--- src/core/charger_cfg_pkg.sv ---
// Constants, register map and encodings for the charger configuration bank.
// Assumes a single 25 MHz clock and a synchronous active-low reset.
// Contract
// RL1 - Auto detect bit starts detection on plug-in
// RL2 - Two-bit code selects 60/80/100/120 C limit
// RL3 - Charge enable bit; charge wins over boost
// RL4 - Precharge exit threshold 2.8V or 3.0V
// RL5 - Recharge offset 50..200mV, kept over watchdog
// RL6 - Pulse mode disable bit, kept over watchdog
// RL7 - Kick bit restarts watchdog, then self-clears
// RL8 - Top-off timer off, 15, 30, 45 minutes
// RL9 - Register 07h reserved bits read 0010b
// RL10 - Warm zone voltage: suspend, 8.0V, 8.3V, hold
// RL11 - Warm zone current 40% or 100%
// RL12 - Cool zone current suspend, 20, 40, 100%
// RL13 - Register 09h always reads zero
// RL14 - Register 06h bit 7 reads zero
// RL15 - Reset values 7Dh, 00h, 0Dh
// RL16 - Register 08h top three bits read zero
// RL17 - Watchdog 40/80/160s, expiry restores fields
// RL18 - Reserved writes ignored, fields update per byte
package charger_cfg_pkg;
   // ***************************************************************
   // Register map
   // ***************************************************************
   localparam logic [7:0] ADDR_CTL_B = 8'h06;
   localparam logic [7:0] ADDR_CTL_C = 8'h07;
   localparam logic [7:0] ADDR_ZONE = 8'h08;
   localparam logic [7:0] ADDR_RSVD = 8'h09;
   localparam logic [7:0] ADDR_OPT = 8'h0a;
   localparam logic [7:0] RST_CTL_B = 8'h7d;
   localparam logic [7:0] RST_CTL_C = 8'h00;
   localparam logic [7:0] RST_ZONE = 8'h0d;
   localparam logic [3:0] CTL_C_RSVD_READ = 4'h2;
   // Field positions
   localparam int AUTO_BIT = 6;
   localparam int TLIM_LSB = 4;
   localparam int CHG_BIT = 3;
   localparam int LOWV_BIT = 2;
   localparam int RECHG_LSB = 0;
   localparam int PFM_BIT = 7;
   localparam int KICK_BIT = 6;
   localparam int TOPOFF_LSB = 4;
   localparam int VSET_LSB = 3;
   localparam int ISETH_BIT = 2;
   localparam int ISETC_LSB = 0;
   // ***************************************************************
   // Encodings
   // ***************************************************************
   localparam logic [7:0] TEMP_C_00 = 8'h3c;
   localparam logic [7:0] TEMP_C_01 = 8'h50;
   localparam logic [7:0] TEMP_C_10 = 8'h64;
   localparam logic [7:0] TEMP_C_11 = 8'h78;
   localparam logic [11:0] LOWV_MV_0 = 12'haf0;
   localparam logic [11:0] LOWV_MV_1 = 12'hbb8;
   localparam logic [7:0] RECHG_BASE_MV = 8'h32;
   localparam logic [7:0] RECHG_B1_MV = 8'h64;
   localparam logic [7:0] RECHG_B0_MV = 8'h32;
   localparam logic [5:0] TOPOFF_MIN_01 = 6'h0f;
   localparam logic [5:0] TOPOFF_MIN_10 = 6'h1e;
   localparam logic [5:0] TOPOFF_MIN_11 = 6'h2d;
   localparam logic [13:0] WARM_MV_01 = 14'h1f40;
   localparam logic [13:0] WARM_MV_10 = 14'h206c;
   localparam logic [6:0] PCT_20 = 7'h14;
   localparam logic [6:0] PCT_40 = 7'h28;
   localparam logic [6:0] PCT_100 = 7'h64;
   // ***************************************************************
   // Timing
   // ***************************************************************
   localparam int CLK_HZ = 25_000_000;
   localparam logic [7:0] WD_S_01 = 8'd40;
   localparam logic [7:0] WD_S_10 = 8'd80;
   localparam logic [7:0] WD_S_11 = 8'd160;
   typedef enum logic [2:0] {
      S_IDLE = 3'b000,
      S_ADDR = 3'b001,
      S_ACK = 3'b011,
      S_RX = 3'b010,
      S_TX = 3'b110,
      S_TACK = 3'b111
   } i2c_state_t;
endpackage

--- src/core/watchdog_timer.sv ---
// Host watchdog: counts whole seconds, pulses on expiry.
// Assumes restart_i and period_i are synchronous to clk_i.
`timescale 1ns/1ns
module watchdog_timer #(
   parameter int TICKS_PER_SEC = charger_cfg_pkg::CLK_HZ
) (
   input wire logic clk_i,
   input wire logic nrst_i,
   input wire logic restart_i,
   input wire logic [1:0] period_i,
   output logic expire_o
);
   logic [31:0] tick_q;
   logic [7:0] sec_q;
   logic [7:0] limit;
   logic sec_end;
   // [RL17]
   assign limit = (period_i == 2'b01) ? charger_cfg_pkg::WD_S_01 :
                  (period_i == 2'b10) ? charger_cfg_pkg::WD_S_10 :
                  charger_cfg_pkg::WD_S_11;
   assign sec_end = (tick_q == 32'(TICKS_PER_SEC - 1));

   always_ff @(posedge clk_i) begin
      if (!nrst_i || restart_i || period_i == 2'b00 || expire_o) begin
         tick_q <= 32'h0;
         sec_q <= 8'h0;
         expire_o <= 1'b0;
      end else if (sec_end) begin
         tick_q <= 32'h0;
         sec_q <= sec_q + 8'h1;
         expire_o <= (sec_q + 8'h1 == limit);
      end else begin
         tick_q <= tick_q + 32'h1;
      end
   end
endmodule

--- src/core/i2c_reg_port.sv ---
// Byte-oriented I2C target: pointer byte, then writes or reads with auto-increment.
// Assumes scl_i and sda_i are already synchronous; sda driven low via sda_oe_o.
`timescale 1ns/1ns
module i2c_reg_port #(
   parameter logic [6:0] DEV_ADDR = 7'h55  // Arbitrary target address
) (
   input wire logic clk_i,
   input wire logic nrst_i,
   input wire logic scl_i,
   input wire logic sda_i,
   output logic sda_oe_o,
   input wire logic [7:0] rd_data_i,
   output logic [7:0] ptr_o,
   output logic wr_o,
   output logic [7:0] wr_data_o
);
   charger_cfg_pkg::i2c_state_t st_q;
   logic scl_q, sda_q, rd_q, first_q, ack_q, inc_q;
   logic [3:0] bcnt_q;
   logic [7:0] sh_q;
   logic start, stop, rise, fall;
   assign start = scl_i & scl_q & sda_q & ~sda_i;
   assign stop = scl_i & scl_q & ~sda_q & sda_i;
   assign rise = scl_i & ~scl_q;
   assign fall = ~scl_i & scl_q;

   always_ff @(posedge clk_i) begin
      if (!nrst_i) begin
         st_q <= charger_cfg_pkg::S_IDLE;
         scl_q <= 1'b1;
         sda_q <= 1'b1;
         {rd_q, first_q, ack_q, inc_q, sda_oe_o, wr_o} <= 6'h00;
         bcnt_q <= 4'h0;
         sh_q <= 8'h0;
         ptr_o <= 8'h0;
         wr_data_o <= 8'h0;
      end else begin
         scl_q <= scl_i;
         sda_q <= sda_i;
         wr_o <= 1'b0;
         if (start) begin
            st_q <= charger_cfg_pkg::S_ADDR;
            bcnt_q <= 4'h0;
            first_q <= 1'b1;
            inc_q <= 1'b0;
            sda_oe_o <= 1'b0;
         end else if (stop) begin
            st_q <= charger_cfg_pkg::S_IDLE;
            sda_oe_o <= 1'b0;
         end else begin
            case (st_q)
               charger_cfg_pkg::S_ADDR, charger_cfg_pkg::S_RX: begin
                  if (rise) begin
                     sh_q <= {sh_q[6:0], sda_i};
                     bcnt_q <= bcnt_q + 4'h1;
                  end else if (fall && bcnt_q == 4'h8) begin
                     st_q <= charger_cfg_pkg::S_ACK;
                     sda_oe_o <= 1'b1;
                     if (st_q == charger_cfg_pkg::S_ADDR) begin
                        rd_q <= sh_q[0];
                        if (sh_q[7:1] != DEV_ADDR) begin
                           st_q <= charger_cfg_pkg::S_IDLE;
                           sda_oe_o <= 1'b0;
                        end
                     end else if (first_q) begin
                        ptr_o <= sh_q;
                        first_q <= 1'b0;
                     end else begin
                        // Whole byte lands at once [RL18]
                        wr_o <= 1'b1;
                        wr_data_o <= sh_q;
                        // Pointer moves on later, the write pulse still uses it
                        inc_q <= 1'b1;
                     end
                  end
               end
               charger_cfg_pkg::S_ACK: begin
                  if (fall) begin
                     bcnt_q <= 4'h0;
                     inc_q <= 1'b0;
                     if (inc_q) begin
                        ptr_o <= ptr_o + 8'h1;
                     end
                     if (rd_q) begin
                        st_q <= charger_cfg_pkg::S_TX;
                        sh_q <= rd_data_i;
                        sda_oe_o <= ~rd_data_i[7];
                     end else begin
                        st_q <= charger_cfg_pkg::S_RX;
                        sda_oe_o <= 1'b0;
                     end
                  end
               end
               charger_cfg_pkg::S_TX: begin
                  if (rise) begin
                     bcnt_q <= bcnt_q + 4'h1;
                  end else if (fall && bcnt_q == 4'h8) begin
                     st_q <= charger_cfg_pkg::S_TACK;
                     sda_oe_o <= 1'b0;
                     ptr_o <= ptr_o + 8'h1;
                  end else if (fall) begin
                     sh_q <= {sh_q[6:0], 1'b0};
                     sda_oe_o <= ~sh_q[6];
                  end
               end
               charger_cfg_pkg::S_TACK: begin
                  if (rise) begin
                     ack_q <= ~sda_i;
                  end else if (fall) begin
                     bcnt_q <= 4'h0;
                     st_q <= ack_q ? charger_cfg_pkg::S_TX : charger_cfg_pkg::S_IDLE;
                     sh_q <= rd_data_i;
                     sda_oe_o <= ack_q & ~rd_data_i[7];
                  end
               end
               default: st_q <= charger_cfg_pkg::S_IDLE;
            endcase
         end
      end
   end
endmodule

--- src/core/charger_control_config_regs.sv ---
// Charger configuration bank at 06h..0Ah behind an I2C target, with watchdog.
// Assumes all inputs synchronous to clk_i; sda wire resolved outside from sda_oe_o.
`timescale 1ns/1ns
module charger_control_config_regs #(
   parameter logic [6:0] DEV_ADDR = 7'h55,  // Arbitrary target address
   parameter int TICKS_PER_SEC = charger_cfg_pkg::CLK_HZ
) (
   input wire logic clk_i,
   input wire logic nrst_i,
   input wire logic scl_i,
   input wire logic sda_i,
   output logic sda_o,
   output logic sda_oe_o,
   input wire logic reg_reset_cmd_i,
   input wire logic [1:0] watchdog_period_i,
   input wire logic supply_present_i,
   input wire logic reverse_boost_enable_i,
   input wire logic [4:0] optimizer_limit_i,
   output logic detect_start_o,
   output logic [7:0] die_temp_limit_o,
   output logic charge_enable_o,
   output logic boost_enable_o,
   output logic [11:0] precharge_exit_mv_o,
   output logic [7:0] recharge_offset_mv_o,
   output logic pulse_mode_allowed_o,
   output logic topoff_enable_o,
   output logic [5:0] topoff_minutes_o,
   output logic warm_suspend_o,
   output logic warm_voltage_hold_o,
   output logic [13:0] warm_voltage_mv_o,
   output logic [6:0] warm_current_pct_o,
   output logic cool_suspend_o,
   output logic [6:0] cool_current_pct_o,
   output logic watchdog_expired_o
);
   // ***************************************************************
   // Bus port and watchdog
   // ***************************************************************
   logic [7:0] ptr, wr_data, rdata_q;
   logic wr, wd_expire;
   logic sda_oe_q;

   i2c_reg_port #(.DEV_ADDR(DEV_ADDR)) u_port (
      .clk_i(clk_i),
      .nrst_i(nrst_i),
      .scl_i(scl_i),
      .sda_i(sda_i),
      .sda_oe_o(sda_oe_q),
      .rd_data_i(rdata_q),
      .ptr_o(ptr),
      .wr_o(wr),
      .wr_data_o(wr_data)
   );
   assign sda_oe_o = sda_oe_q;
   assign sda_o = 1'b0;

   // ***************************************************************
   // Field storage
   // ***************************************************************
   logic auto_q, chg_q, lowv_q, pfm_q, kick_q, iseth_q;
   logic [1:0] tlim_q, rechg_q, topoff_q, vset_q, isetc_q;
   logic wr_b, wr_c, wr_z, kick_set;
   logic [7:0] img_b, img_c, img_z, rdata_d;

   watchdog_timer #(.TICKS_PER_SEC(TICKS_PER_SEC)) u_wd (
      .clk_i(clk_i),
      .nrst_i(nrst_i),
      .restart_i(kick_q),  // [RL7]
      .period_i(watchdog_period_i),
      .expire_o(wd_expire)
   );

   assign wr_b = wr & (ptr == charger_cfg_pkg::ADDR_CTL_B);
   assign wr_c = wr & (ptr == charger_cfg_pkg::ADDR_CTL_C);
   assign wr_z = wr & (ptr == charger_cfg_pkg::ADDR_ZONE);
   assign kick_set = wr_c & wr_data[charger_cfg_pkg::KICK_BIT];

   // Fields restored to reset values by both the reset command and watchdog expiry
   always_ff @(posedge clk_i) begin
      if (!nrst_i || reg_reset_cmd_i || wd_expire) begin  // [RL15] [RL17]
         auto_q <= charger_cfg_pkg::RST_CTL_B[charger_cfg_pkg::AUTO_BIT];
         tlim_q <= charger_cfg_pkg::RST_CTL_B[charger_cfg_pkg::TLIM_LSB +: 2];
         chg_q <= charger_cfg_pkg::RST_CTL_B[charger_cfg_pkg::CHG_BIT];
         lowv_q <= charger_cfg_pkg::RST_CTL_B[charger_cfg_pkg::LOWV_BIT];
         topoff_q <= charger_cfg_pkg::RST_CTL_C[charger_cfg_pkg::TOPOFF_LSB +: 2];
         vset_q <= charger_cfg_pkg::RST_ZONE[charger_cfg_pkg::VSET_LSB +: 2];
         iseth_q <= charger_cfg_pkg::RST_ZONE[charger_cfg_pkg::ISETH_BIT];
         isetc_q <= charger_cfg_pkg::RST_ZONE[charger_cfg_pkg::ISETC_LSB +: 2];
      end else begin
         if (wr_b) begin  // [RL18]
            auto_q <= wr_data[charger_cfg_pkg::AUTO_BIT];
            tlim_q <= wr_data[charger_cfg_pkg::TLIM_LSB +: 2];
            chg_q <= wr_data[charger_cfg_pkg::CHG_BIT];
            lowv_q <= wr_data[charger_cfg_pkg::LOWV_BIT];
         end
         if (wr_c) begin
            topoff_q <= wr_data[charger_cfg_pkg::TOPOFF_LSB +: 2];
         end
         if (wr_z) begin
            vset_q <= wr_data[charger_cfg_pkg::VSET_LSB +: 2];
            iseth_q <= wr_data[charger_cfg_pkg::ISETH_BIT];
            isetc_q <= wr_data[charger_cfg_pkg::ISETC_LSB +: 2];
         end
      end
   end

   // Fields that survive watchdog expiry
   always_ff @(posedge clk_i) begin
      if (!nrst_i || reg_reset_cmd_i) begin  // [RL5] [RL6]
         rechg_q <= charger_cfg_pkg::RST_CTL_B[charger_cfg_pkg::RECHG_LSB +: 2];
         pfm_q <= charger_cfg_pkg::RST_CTL_C[charger_cfg_pkg::PFM_BIT];
      end else begin
         if (wr_b) begin
            rechg_q <= wr_data[charger_cfg_pkg::RECHG_LSB +: 2];
         end
         if (wr_c) begin
            pfm_q <= wr_data[charger_cfg_pkg::PFM_BIT];
         end
      end
   end

   // Kick: a new write wins over the self-clear
   always_ff @(posedge clk_i) begin
      if (!nrst_i || reg_reset_cmd_i || wd_expire) begin
         kick_q <= charger_cfg_pkg::RST_CTL_C[charger_cfg_pkg::KICK_BIT];
      end else begin
         kick_q <= kick_set;  // [RL7]
      end
   end

   // ***************************************************************
   // Read images
   // ***************************************************************
   assign img_b = {1'b0, auto_q, tlim_q, chg_q, lowv_q, rechg_q};  // [RL14]
   assign img_c = {pfm_q, kick_q, topoff_q, charger_cfg_pkg::CTL_C_RSVD_READ};  // [RL9]
   assign img_z = {3'b000, vset_q, iseth_q, isetc_q};  // [RL16]

   always_comb begin
      if (ptr == charger_cfg_pkg::ADDR_CTL_B) begin
         rdata_d = img_b;
      end else if (ptr == charger_cfg_pkg::ADDR_CTL_C) begin
         rdata_d = img_c;
      end else if (ptr == charger_cfg_pkg::ADDR_ZONE) begin
         rdata_d = img_z;
      end else if (ptr == charger_cfg_pkg::ADDR_OPT) begin
         rdata_d = {3'b000, optimizer_limit_i};
      end else begin
         rdata_d = 8'h00;  // [RL13]
      end
   end

   always_ff @(posedge clk_i) begin
      if (!nrst_i) begin
         rdata_q <= 8'h00;
      end else begin
         rdata_q <= rdata_d;
      end
   end

   // ***************************************************************
   // Decoded controls
   // ***************************************************************
   logic supply_q, detect_d, topoff_en_d, warm_susp_d, warm_hold_d, cool_susp_d;
   logic [7:0] temp_d, rechg_mv_d;
   logic [11:0] lowv_d;
   logic [5:0] topoff_d;
   logic [13:0] warm_mv_d;
   logic [6:0] warm_pct_d, cool_pct_d;

   assign detect_d = supply_present_i & ~supply_q & auto_q;  // [RL1]

   assign temp_d = (tlim_q == 2'b00) ? charger_cfg_pkg::TEMP_C_00 :
                   (tlim_q == 2'b01) ? charger_cfg_pkg::TEMP_C_01 :
                   (tlim_q == 2'b10) ? charger_cfg_pkg::TEMP_C_10 :
                   charger_cfg_pkg::TEMP_C_11;  // [RL2]

   assign lowv_d = lowv_q ? charger_cfg_pkg::LOWV_MV_1 : charger_cfg_pkg::LOWV_MV_0;  // [RL4]

   assign rechg_mv_d = charger_cfg_pkg::RECHG_BASE_MV
                     + (rechg_q[1] ? charger_cfg_pkg::RECHG_B1_MV : 8'h00)
                     + (rechg_q[0] ? charger_cfg_pkg::RECHG_B0_MV : 8'h00);  // [RL5]

   assign topoff_en_d = (topoff_q != 2'b00);  // [RL8]
   assign topoff_d = (topoff_q == 2'b01) ? charger_cfg_pkg::TOPOFF_MIN_01 :
                     (topoff_q == 2'b10) ? charger_cfg_pkg::TOPOFF_MIN_10 :
                     (topoff_q == 2'b11) ? charger_cfg_pkg::TOPOFF_MIN_11 : 6'h00;  // [RL8]

   assign warm_susp_d = (vset_q == 2'b00);  // [RL10]
   assign warm_hold_d = (vset_q == 2'b11);
   assign warm_mv_d = (vset_q == 2'b10) ? charger_cfg_pkg::WARM_MV_10 :
                      charger_cfg_pkg::WARM_MV_01;
   assign warm_pct_d = iseth_q ? charger_cfg_pkg::PCT_100 : charger_cfg_pkg::PCT_40;  // [RL11]

   assign cool_susp_d = (isetc_q == 2'b00);  // [RL12]
   assign cool_pct_d = (isetc_q == 2'b10) ? charger_cfg_pkg::PCT_40 :
                       (isetc_q == 2'b11) ? charger_cfg_pkg::PCT_100 :
                       (isetc_q == 2'b01) ? charger_cfg_pkg::PCT_20 : 7'h00;

   always_ff @(posedge clk_i) begin
      if (!nrst_i) begin
         supply_q <= 1'b0;
         detect_start_o <= 1'b0;
         die_temp_limit_o <= 8'h00;
         charge_enable_o <= 1'b0;
         boost_enable_o <= 1'b0;
         precharge_exit_mv_o <= 12'h000;
         recharge_offset_mv_o <= 8'h00;
         pulse_mode_allowed_o <= 1'b0;
         topoff_enable_o <= 1'b0;
         topoff_minutes_o <= 6'h00;
         warm_suspend_o <= 1'b0;
         warm_voltage_hold_o <= 1'b0;
         warm_voltage_mv_o <= 14'h0000;
         warm_current_pct_o <= 7'h00;
         cool_suspend_o <= 1'b0;
         cool_current_pct_o <= 7'h00;
         watchdog_expired_o <= 1'b0;
      end else begin
         supply_q <= supply_present_i;
         detect_start_o <= detect_d;
         die_temp_limit_o <= temp_d;
         charge_enable_o <= chg_q;  // [RL3]
         boost_enable_o <= reverse_boost_enable_i & ~chg_q;  // [RL3]
         precharge_exit_mv_o <= lowv_d;
         recharge_offset_mv_o <= rechg_mv_d;
         pulse_mode_allowed_o <= ~pfm_q;  // [RL6]
         topoff_enable_o <= topoff_en_d;
         topoff_minutes_o <= topoff_d;
         warm_suspend_o <= warm_susp_d;
         warm_voltage_hold_o <= warm_hold_d;
         warm_voltage_mv_o <= warm_mv_d;
         warm_current_pct_o <= warm_pct_d;
         cool_suspend_o <= cool_susp_d;
         cool_current_pct_o <= cool_pct_d;
         watchdog_expired_o <= wd_expire;
      end
   end

   // ***************************************************************
   // Assertions
   // ***************************************************************
   a_detect_start: assert property (@(posedge clk_i) disable iff (!nrst_i) // [RL1]
      supply_present_i && !supply_q && auto_q |=> detect_start_o ##1 !detect_start_o)
      else $error("detection start pulse missing");

   a_temp_limit: assert property (@(posedge clk_i) disable iff (!nrst_i) // [RL2]
      tlim_q == 2'b00 |=> die_temp_limit_o == 8'h3c)
      else $error("die temperature limit wrong");

   a_charge_priority: assert property (@(posedge clk_i) disable iff (!nrst_i) // [RL3]
      chg_q && reverse_boost_enable_i |=> charge_enable_o && !boost_enable_o)
      else $error("charge enable lost priority");

   a_precharge_sel: assert property (@(posedge clk_i) disable iff (!nrst_i) // [RL4]
      !lowv_q |=> precharge_exit_mv_o == 12'haf0)
      else $error("precharge threshold wrong");

   a_recharge_keep: assert property (@(posedge clk_i) disable iff (!nrst_i) // [RL5]
      wd_expire && !reg_reset_cmd_i && !wr_b |=> rechg_q == $past(rechg_q) && tlim_q == 2'b11)
      else $error("watchdog expiry touched recharge offset");

   a_pulse_mode: assert property (@(posedge clk_i) disable iff (!nrst_i) // [RL6]
      pfm_q |=> !pulse_mode_allowed_o)
      else $error("pulse mode not blocked");

   a_kick_clear: assert property (@(posedge clk_i) disable iff (!nrst_i) // [RL7]
      kick_set && !reg_reset_cmd_i && !wd_expire ##1 !kick_set |=> !kick_q)
      else $error("kick bit did not self clear");

   a_topoff_off: assert property (@(posedge clk_i) disable iff (!nrst_i) // [RL8]
      topoff_q == 2'b00 |=> !topoff_enable_o && topoff_minutes_o == 6'h00)
      else $error("top-off timer not disabled");

   a_ctl_c_rsvd: assert property (@(posedge clk_i) disable iff (!nrst_i) // [RL9]
      ptr == 8'h07 |=> rdata_q[3:0] == 4'b0010)
      else $error("reserved bits of 07h read wrong");

   a_warm_volt: assert property (@(posedge clk_i) disable iff (!nrst_i) // [RL10]
      vset_q == 2'b10 |=> warm_voltage_mv_o == 14'h206c && !warm_suspend_o)
      else $error("warm zone voltage wrong");

   a_rsvd_zero: assert property (@(posedge clk_i) disable iff (!nrst_i) // [RL13]
      ptr == 8'h09 |=> rdata_q == 8'h00)
      else $error("reserved register not zero");

   a_b_bit7: assert property (@(posedge clk_i) disable iff (!nrst_i) // [RL14]
      ptr == 8'h06 |=> !rdata_q[7])
      else $error("06h bit 7 not zero");

   a_regrst_vals: assert property (@(posedge clk_i) disable iff (!nrst_i) // [RL15]
      reg_reset_cmd_i |=> img_b == 8'h7d && img_z == 8'h0d && !pfm_q && topoff_q == 2'b00)
      else $error("reset command values wrong");

   a_zone_write: assert property (@(posedge clk_i) disable iff (!nrst_i) // [RL18]
      wr_z && !reg_reset_cmd_i && !wd_expire |=> img_z == {3'b000, $past(wr_data[4:0])})
      else $error("zone register write not taken");

   a_cool_pct: assert property (@(posedge clk_i) disable iff (!nrst_i) // [RL12]
      isetc_q == 2'b01 |=> cool_current_pct_o == 7'h14 && !cool_suspend_o)
      else $error("cool zone current wrong");
endmodule

--- config.mk ---
export PLATFORM = sky130hd
export DESIGN_NAME = charger_control_config_regs
export DESIGN_NICKNAME = d
export VERILOG_FILES = /design/src/core/charger_cfg_pkg.sv /design/src/core/watchdog_timer.sv /design/src/core/i2c_reg_port.sv /design/src/core/charger_control_config_regs.sv
export SDC_FILE = /design/constraint.sdc
export NUM_CORES = 1
export LEC_CHECK = 0
export BUFFER_PORTS_ARGS = -buffer_cell sky130_fd_sc_hd__clkbuf_2
export CAP_MARGIN = 20
export CORE_AREA = 2 2 122 124
export CTS_CLUSTER_DIAMETER = 80
export DETAILED_ROUTE_END_ITERATION = 8
export DIE_AREA = 0 0 124 126
export PLACE_DENSITY = 0.77
export SKIP_LAST_GASP = 1
export SLEW_MARGIN = 40
export SYNTH_ARGS = -nofsm -noshare
export SYNTH_HDL_FRONTEND = slang
export SYNTH_SLANG_ARGS = --single-unit
--- constraint.sdc ---
create_clock -name clk_i -period 6.9 [get_ports clk_i]
set_input_delay 0 -clock clk_i [delete_from_list [all_inputs] [get_ports clk_i]]
set_output_delay 0 -clock clk_i [all_outputs]
set_load 0.01 [all_outputs]
=== Word level (Yosys, flattened, before mapping) ===
Index checks and enable logic that the tools add are counted.
W data, S select, Z words.

* Flip-flop bits (word level): 176
* Input bits: 14

* $add $sub $neg: 6
* Equal/unequal tests: 52
* Muxes and demuxes: 81
* Bitwise operators: 32
* Reduce and logical (&&, ||, !) cells: 42

{| class="wikitable"
|+ Operators with widths
! kind !! number
|-
| $mux W8 || 19
|-
| $add A32 B1 Y32 const B || 1
|-
| $eq A32 B25 Y1 const B || 1
|-
| $pmux W8 S4 || 1
|-
| $mux W3 || 10
|-
| $mux W6 || 5
|-
| $mux W7 || 4
|-
| $reduce_and A7 Y1 || 4
|-
| $ne A2 B1 Y1 const B || 13
|-
| $mux W1 || 25
|-
| $mux W5 || 5
|-
| $pmux W8 S3 || 1
|-
| $reduce_and A11 Y1 || 2
|-
| $not A1 Y1 || 17
|-
| $add A8 B1 Y8 const B || 2
|-
| $eq A2 B2 Y1 const B || 8
|-
| $eq A8 B3 Y1 const B || 2
|-
| $eq A8 B4 Y1 const B || 2
|-
| $mux W4 || 4
|-
| $ne A4 B1 Y1 const B || 4
|-
| $and A1 B1 Y1 || 15
|-
| $reduce_or A3 Y1 || 5
|-
| $mux W14 || 1
|-
| $reduce_or A2 Y1 || 7
|-
| other kinds (31) || 55
|}

=== Logic depth before layout (Yosys ltp) ===
Gate-level depths: netlist of the first run.

* Depth in word-level cells: 8
* Depth in mapped cells: 8

=== Modules after synthesis ===
Synthesis of the first run repeated with hierarchy kept, for this count alone.

* Cell total of the unflattened synthesis: 773
* Area total of the unflattened synthesis: 6954.2 µm²

{| class="wikitable"
|+ By module, submodules not included
! module !! instances !! cells an instance !! area an instance (µm²)
|-
| charger_control_config_regs || 1 || 253 || 2597.5
|-
| watchdog_timer || 1 || 266 || 2202.1
|-
| i2c_reg_port || 1 || 254 || 2154.6
|}

=== Worst setup path after synthesis of the first run ===
No wires, ideal clock.

* Path kind: reg2reg
* Start point: register u_wd.tick_q[15]
* End point: register u_wd.tick_q[24]
* Setup time: 115 ps
* Data arrival time: 2067 ps
* Required time: 6785 ps
* Setup slack: 4718 ps
* Stages on the path, launching flop included: 9
* Cells stage by stage: dfxtp_1 > buf_6 > or4b_1 > or4_1 > buf_2 > or2_4 > o21ai_4 > buf_6 > nor2_1

* Cells in the longest elaborated chain, start to end: 2
* Elaborated cells on any way between the ends: 3

{| class="wikitable"
|+ Ends and longest elaborated chain
! what !! line !! source
|-
| from (decl) || watchdog_timer.sv:13 || <nowiki>logic [31:0] tick_q;</nowiki>
|-
| from (signal assigned) || watchdog_timer.sv:33 || <nowiki>tick_q <= tick_q + 32'h1;</nowiki>
|-
| branches (longest 2 deep; another with $add A32 B1 Y32) || -- ||
|}

Several ways; the timed one is not identified.
A chain may end at the register's enable or synchronous reset.

=== Final worst setup path of the first run ===
Ends and elaborated chain as after synthesis.

==> out/qor.csv, run 1 <==
stage;metric;value;unit
clock_network;post_cts_buffers;0;
synth;synth.top_cell.area_share;0.427;
floorplanning;dieArea;15600;µm²
timing;timing.hold.ws;11.2;ps
timing;finalCritPeriodShare;0.371;
clock_network;cts.path.max_buffers;2;
power;ir_drop;0.000160;V
synth;synth-seq-area-share;0.427;
clock_network;cts_made_buffers;17;
global_routing;antenna_found_initial;0;
timing;tightest_slew;754;ps
synth;yosys_warnings;0;
synth;synth_cell_types;70;
power;leakage;2.89;nW
worst_setup_path;crit_type;register to register;
global_routing;grt_pass1_vias;4944;
clock_network;clock_latency;430;ps
global_routing;grtUsageTotal;0.188;
synth;synth-seq-cells;141;
floorplanning;io_pins;87;
timing;rsz0062_at_grt;no;
placement;port_buffers;68;
drt;ant_nets;0;
timing;setup_violations;0;
timing;fmax;391;MHz
worst_setup_path;cp_max_fo;25;
synth;yosysTopAreaCell;dfxtp_1;
clock_network;root_buffer;clkbuf_16;
synth;synthArstFlopShare;0;
worst_setup_path;cp.required;7190;ps
worst_hold_path;holdCritStartpoint;optimizer_limit_i[3];
synth;synth_area_per_cell;8.68;µm²
timing;fin_skew;7.59;ps
synth;synth_area_leaders;dfxtp_1 43%, nor2_1 5.1%, nand2_1 4.3%;
drt;dr.pass1.iters;5;
clock_network;htree_levels;4;
floorplanning;die_w;124;µm
synth;yosys-top-cells-count;141 x dfxtp_1, 89 x nor2_1, 75 x nand2_1;
synth;yosysMostFrequentCell;dfxtp_1;
layout;final_nets;840;
global_routing;grt_max_degree;50;
worst_setup_path;cp-end-kind;register;
drt;num_vias;5401;
timing;hold_viol;0;
layout;drive_above_1_share;0.143;
placement;gp_congestion;0.865;
clock_network;path_clk_slew;60;ps
floorplanning;start_util;0.462;
synth;syn_inst;762;
status;status;complete, no violations;
drt;routed_wl;14000;µm
power;power_density;238;nW/µm²
global_routing;grt_overflow;0;
drt;drc;0;
timing;setup_tns;0;ps
layout;diodes;0;
floorplanning;rows;44;
worst_setup_path;cp.arrival;2840;ps
timing;slew_viol_final;0;
worst_setup_path;crit_path_start_kind;register;
worst_setup_path;rr_worst_depth;5;
layout;area_growth;13.2;%
drt;drt_iter0_markers;401;
clock_network;tritoncts;yes;
worst_setup_path;reg2reg_from;u_wd.tick_q[15]$_SDFF_PP0_;
global_routing;grt_pass1_wl;23400;µm
drt;wire_per_inst;14.0;µm
timing;min_period;2560;ps
clock_network;cts.sinks;141;
drt;vias_per_cell;5.40;
flow_run;drv_cap;0;
floorplanning;core;14300;µm²
clock_network;cts_resized;0;
synth;synth_area;6610;µm²
clock_network;hold_buffers;7;
floorplanning;die_y;126;µm
timing;slew_headroom;0.496;
worst_hold_path;hold_path_depth;5;
worst_setup_path;worstSetupStartpoint;u_wd.tick_q[15]$_SDFF_PP0_;
synth;synth_top_flop_cell;dfxtp_1;
synth;synth_edf_count;0;
worst_hold_path;hp-class;input port to register;
placement;hpwl;9520;µm
-- layer usage --
metal | part of all wire | GRT usage | vias up
met2 | 0.49 | 0.301 | 157
met1 | 0.45 | 0.239 | 2533
met3 | 0.052 | 0.0521 | 20
met4 | 0.015 | 0.0727 | 0
met5 | 0 | 0 | -
li1 | - | - | 2691
-- cell usage in the layout (no fill, tap or decap), types with 14 or more instances in the layout --
cell / count
clkbuf_16: 17
inv_1: 25
dfxtp_1: 141
o21ai_0: 17
mux2i_1: 21
conb_1: 18
and2_1: 17
a21oi_1: 38
nand3_1: 33
clkbuf_2: 68
nand2_1: 75
ha_1: 22
nor4_1: 15
nor3_1: 14
nor2_1: 89
xnor2_1: 22
-- final timing paths --
| kind | endpoint | slack [ps] |
|---|---|---|
| hold / removal | rdata_q[3]$_SDFF_PN0_ | 10 |
| setup / recovery | u_wd.tick_q[24]$_SDFF_PP0_ | 4340 |
| hold reg to reg | pulse_mode_allowed_o$_SDFF_PN0_ | 450 |
| setup reg to reg | u_wd.tick_q[24]$_SDFF_PP0_ | 4340 |
-- sequential cells by signal, indices dropped and copies added, names as in the netlist, 3 cells and up --
register and flops:
u_wd.tick_q 32, rdata_q 8, u_port.ptr_o 8, u_port.sh_q 8, u_port.wr_data_o 8, u_wd.sec_q 8
recharge_offset_mv_o 6, cool_current_pct_o 5, die_temp_limit_o 5, topoff_minutes_o 4, u_port.bcnt_q 4, u_port.st_q 3
warm_voltage_mv_o 3
-- cells by family after synthesis --
logic type | synth area share
buf+inv | 0.0797
flops | 0.427
simple gates | 0.254
mux | 0.0335
xor+xnor | 0.0437
fa+ha+maj | 0.0431
compound gates | 0.119
other cells | 0.000567
-- stage by stage --
stage / setup WS (ps) / utilization / power, W / cells / cell area, µm²
after detailed placement: 4350 / 0.478 / 0.000908 / 962 / 6840
after floorplan: 4720 / - / 0.000899 / 779 / 6680
final: 4340 / 0.523 / 0.00178 / 1001 / 7480
after global placement: 4400 / 0.478 / 0.000907 / 962 / 6840
after global routing: 4200 / 0.523 / 0.00184 / 1001 / 7480
after CTS: 4340 / 0.523 / 0.00179 / 1001 / 7480
-- critical path, cell delays in order, from the launching register on --
cell     delay [ps]
dfxtp_1         390
or4b_1          470
or4_1           570
or2_4           320
o21ai_4         530
nor2_1          120
-- power breakdown --
group / internal (W) / switching (W)
Combinational: 0.0000230 / 0.0000408
Sequential: 0.000822 / 0.00000718
Clock: 0.000507 / 0.000380
-- area by class of cell --
class,count,area [µm²]
clock buffers,17,425
clock inverters,15,149
fillers,1309,6830
inverters,25,93.8
multi-input cells,541,3330
flip-flops and latches,141,2820
well taps,184,230
repair buffers,78,433
No activity file was read; power rests on OpenSTA's default activity.
==> inputs of run 2 (changes only) <==
Settings changed: PLACE_DENSITY 0.77 to 0.8.
Clock period 6.9 ns to 2.2 ns, I/O delays scaled along.
==> out/qor.csv, run 2 (same netlist as run 1, synthesis figures left out) <==
stage;metric;value;unit;change
worst_setup_path;cp.arrival;2420;ps;was 2840 ps
placement;hpwl;9880;µm;was 9520 µm
timing;timing.hold.ws;18.8;ps;was 11.2 ps
worst_setup_path;cp-end-kind;register;;unchanged
placement;post-place-ws;-16.8;ps;was 4350 ps
drt;drt_iter0_markers;400;;was 401
layout;top_register;u_wd.tick_q;;unchanged
worst_setup_path;rr_worst_depth;6;;was 5
clock_network;root_buffer;clkbuf_16;;unchanged
layout;multi_input_area;3350;µm²;was 3330 µm²
floorplanning;core;14300;µm²;unchanged
timing;slew_viol_final;0;;unchanged
flow_run;drv_cap;0;;unchanged
clock_network;htree_levels;4;;unchanged
clock_network;clock_latency;420;ps;was 430 ps
clock_network;cts.path.max_buffers;2;;unchanged
worst_setup_path;worstReg2RegEnd;u_wd.sec_q[7]$_SDFFE_PP0N_;;was u_wd.tick_q[24]$_SDFF_PP0_
worst_setup_path;cp_max_fo;4;;was 25
layout;design_area;7790;µm²;was 7480 µm²
placement;place_area;7080;µm²;was 6840 µm²
layout;layout_common_cells;141 x dfxtp_1, 89 x nor2_1, 75 x nand2_1;;unchanged
global_routing;grt_pass1_vias;4992;;was 4944
layout;drive_above_1_share;0.179;;was 0.143
floorplanning;rows;44;;unchanged
drt;num_vias;5505;;was 5401
timing;min_period;2130;ps;was 2560 ps
global_routing;antenna_found_initial;0;;unchanged
drt;ant_nets;0;;unchanged
global_routing;grtUsageTotal;0.189;;was 0.188
global_routing;grt_pass1_wl;23600;µm;was 23400 µm
timing;finalCritPeriodShare;0.969;;was 0.371
layout;largest_reg_flops;32;;unchanged
clock_network;tritoncts;yes;;unchanged
layout;area_growth;17.8;%;was 13.2%
timing;setup_violations;0;;unchanged
power;ir_drop;0.000530;V;was 0.000160 V
timing;fin_skew;10.4;ps;was 7.59 ps
drt;vias_per_cell;5.33;;was 5.40
drt;wire_per_inst;13.8;µm;was 14.0 µm
layout;fill_cells;1305;;was 1309
floorplanning;die_w;124;µm;unchanged
power;power_density;742;nW/µm²;was 238 nW/µm²
floorplanning;dieArea;15600;µm²;unchanged
layout;seq_area;2820;µm²;unchanged
placement;port_buffers;68;;unchanged
timing;fin_ws;69.3;ps;was 4340 ps
floorplanning;die_y;126;µm;unchanged
layout;layout_commonest_cell;dfxtp_1;;unchanged
drt;routed_wl;14200;µm;was 14000 µm
placement;gp_congestion;0.858;;was 0.865
worst_setup_path;rrSetupSlack;70;ps;was 4340 ps
clock_network;post_cts_buffers;0;;unchanged
drt;drc;0;;unchanged
layout;diodes;0;;unchanged
worst_setup_path;crit_type;register to register;;unchanged
timing;hold_viol;0;;unchanged
timing;tightest_slew;626;ps;was 754 ps
floorplanning;start_util;0.462;;unchanged
worst_setup_path;reg2reg_from;u_wd.tick_q[27]$_SDFF_PP0_;;was u_wd.tick_q[15]$_SDFF_PP0_
clock_network;path_clk_slew;70;ps;was 60 ps
worst_hold_path;hold_path_depth;5;;unchanged
worst_setup_path;cp.required;2490;ps;was 7190 ps
worst_hold_path;holdCritStartpoint;optimizer_limit_i[3];;unchanged
layout;final_nets;871;;was 840
timing;setup_tns;0;ps;unchanged
worst_hold_path;hp-class;input port to register;;unchanged
floorplanning;io_pins;87;;unchanged
worst_hold_path;hold_end;rdata_q[3]$_SDFF_PN0_;;unchanged
global_routing;grt_overflow;0;;unchanged
clock_network;cts.sinks;141;;unchanged
timing;fmax;469;MHz;was 391 MHz
worst_setup_path;crit_path_start_kind;register;;unchanged
status;status;complete, no violations;;unchanged
timing;rsz0062_at_grt;yes;;was no
global_routing;grt_max_degree;50;;unchanged
power;leakage;3.07;nW;was 2.89 nW
clock_network;cts_made_buffers;17;;unchanged
timing;slew_headroom;0.581;;was 0.496
drt;dr.pass1.iters;5;;unchanged
==> run 2: cell count changes in the layout (fill, tap and decap cells not counted), sizes merged <==
cell | before | now
buf | 3 | 34
bufinv | 1 | 2
clkbuf | 85 | 86
clkinv | 5 | 2
inv | 33 | 34
==> run 2: cell type report <==
type	count	share of cell area
Multi-Input combinational cell	541	0.431
Sequential cell	141	0.362
Timing Repair Buffer	109	0.0871
Clock buffer	18	0.0564
Tap cell	184	0.0296
Clock inverter	14	0.0220
Inverter	25	0.0120
==> run 2: metal layers <==
layer | vias to the layer above | part of all wire | track usage
met4 | 0 | 0.018 | 0.0720
met1 | 2561 | 0.46 | 0.244
met5 | - | 0 | 0
met3 | 23 | 0.057 | 0.0426
li1 | 2753 | - | -
met2 | 168 | 0.47 | 0.306
==> run 2: how the worst max path moves through the flow <==
stage                                     from                    endpoint  slack, ps  depth (start not counted)
floorplan           u_wd.tick_q[15]$_SDFF_PP0_  u_wd.tick_q[29]$_SDFF_PP0_         20                          8
global placement    u_wd.tick_q[27]$_SDFF_PP0_  u_wd.sec_q[6]$_SDFFE_PP0N_         60                          6
detailed placement  u_wd.tick_q[27]$_SDFF_PP0_  u_wd.sec_q[7]$_SDFFE_PP0N_        -20                          6
CTS                 u_wd.tick_q[27]$_SDFF_PP0_  u_wd.sec_q[3]$_SDFFE_PP0N_         50                          6
global route        u_wd.tick_q[27]$_SDFF_PP0_  u_wd.sec_q[4]$_SDFFE_PP0N_        -50                          6
finish              u_wd.tick_q[27]$_SDFF_PP0_  u_wd.sec_q[7]$_SDFFE_PP0N_         70                          6
==> run 2: power by group <==
group          internal [W]  leakage, nW  total, W  switching [W]
clock network       0.00175        0.299   0.00296        0.00122
registers           0.00258         1.14   0.00260      0.0000184
logic             0.0000848         1.63  0.000220       0.000135
total               0.00441         3.07   0.00578        0.00137
==> run 2: stage by stage <==
step           total power [W]   util  cells
3_5_place_dp           0.00286  0.495    993
3_3_place_gp           0.00286  0.495    993
4_1_cts                0.00581  0.543   1032
6_report               0.00578  0.544   1032
5_1_grt                0.00597  0.544   1032
2_1_floorplan          0.00282      -    779
==> run 2: worst max-delay path: stages (launching register included) <==
cell and delay [ps]:
dfxtp_1 310, or4b_1 520, or4_4 470, buf_4 180, nor4_2 310, xnor2_1 160, nor2_1 50
==> run 2: repair_timing <==
item	4_1_cts	5_1_grt
cloned	0	0
gates resized for setup	2	3
setup endpoints to repair	2	7
endpoints found under the hold margin	10	0
hold buffers	7	0
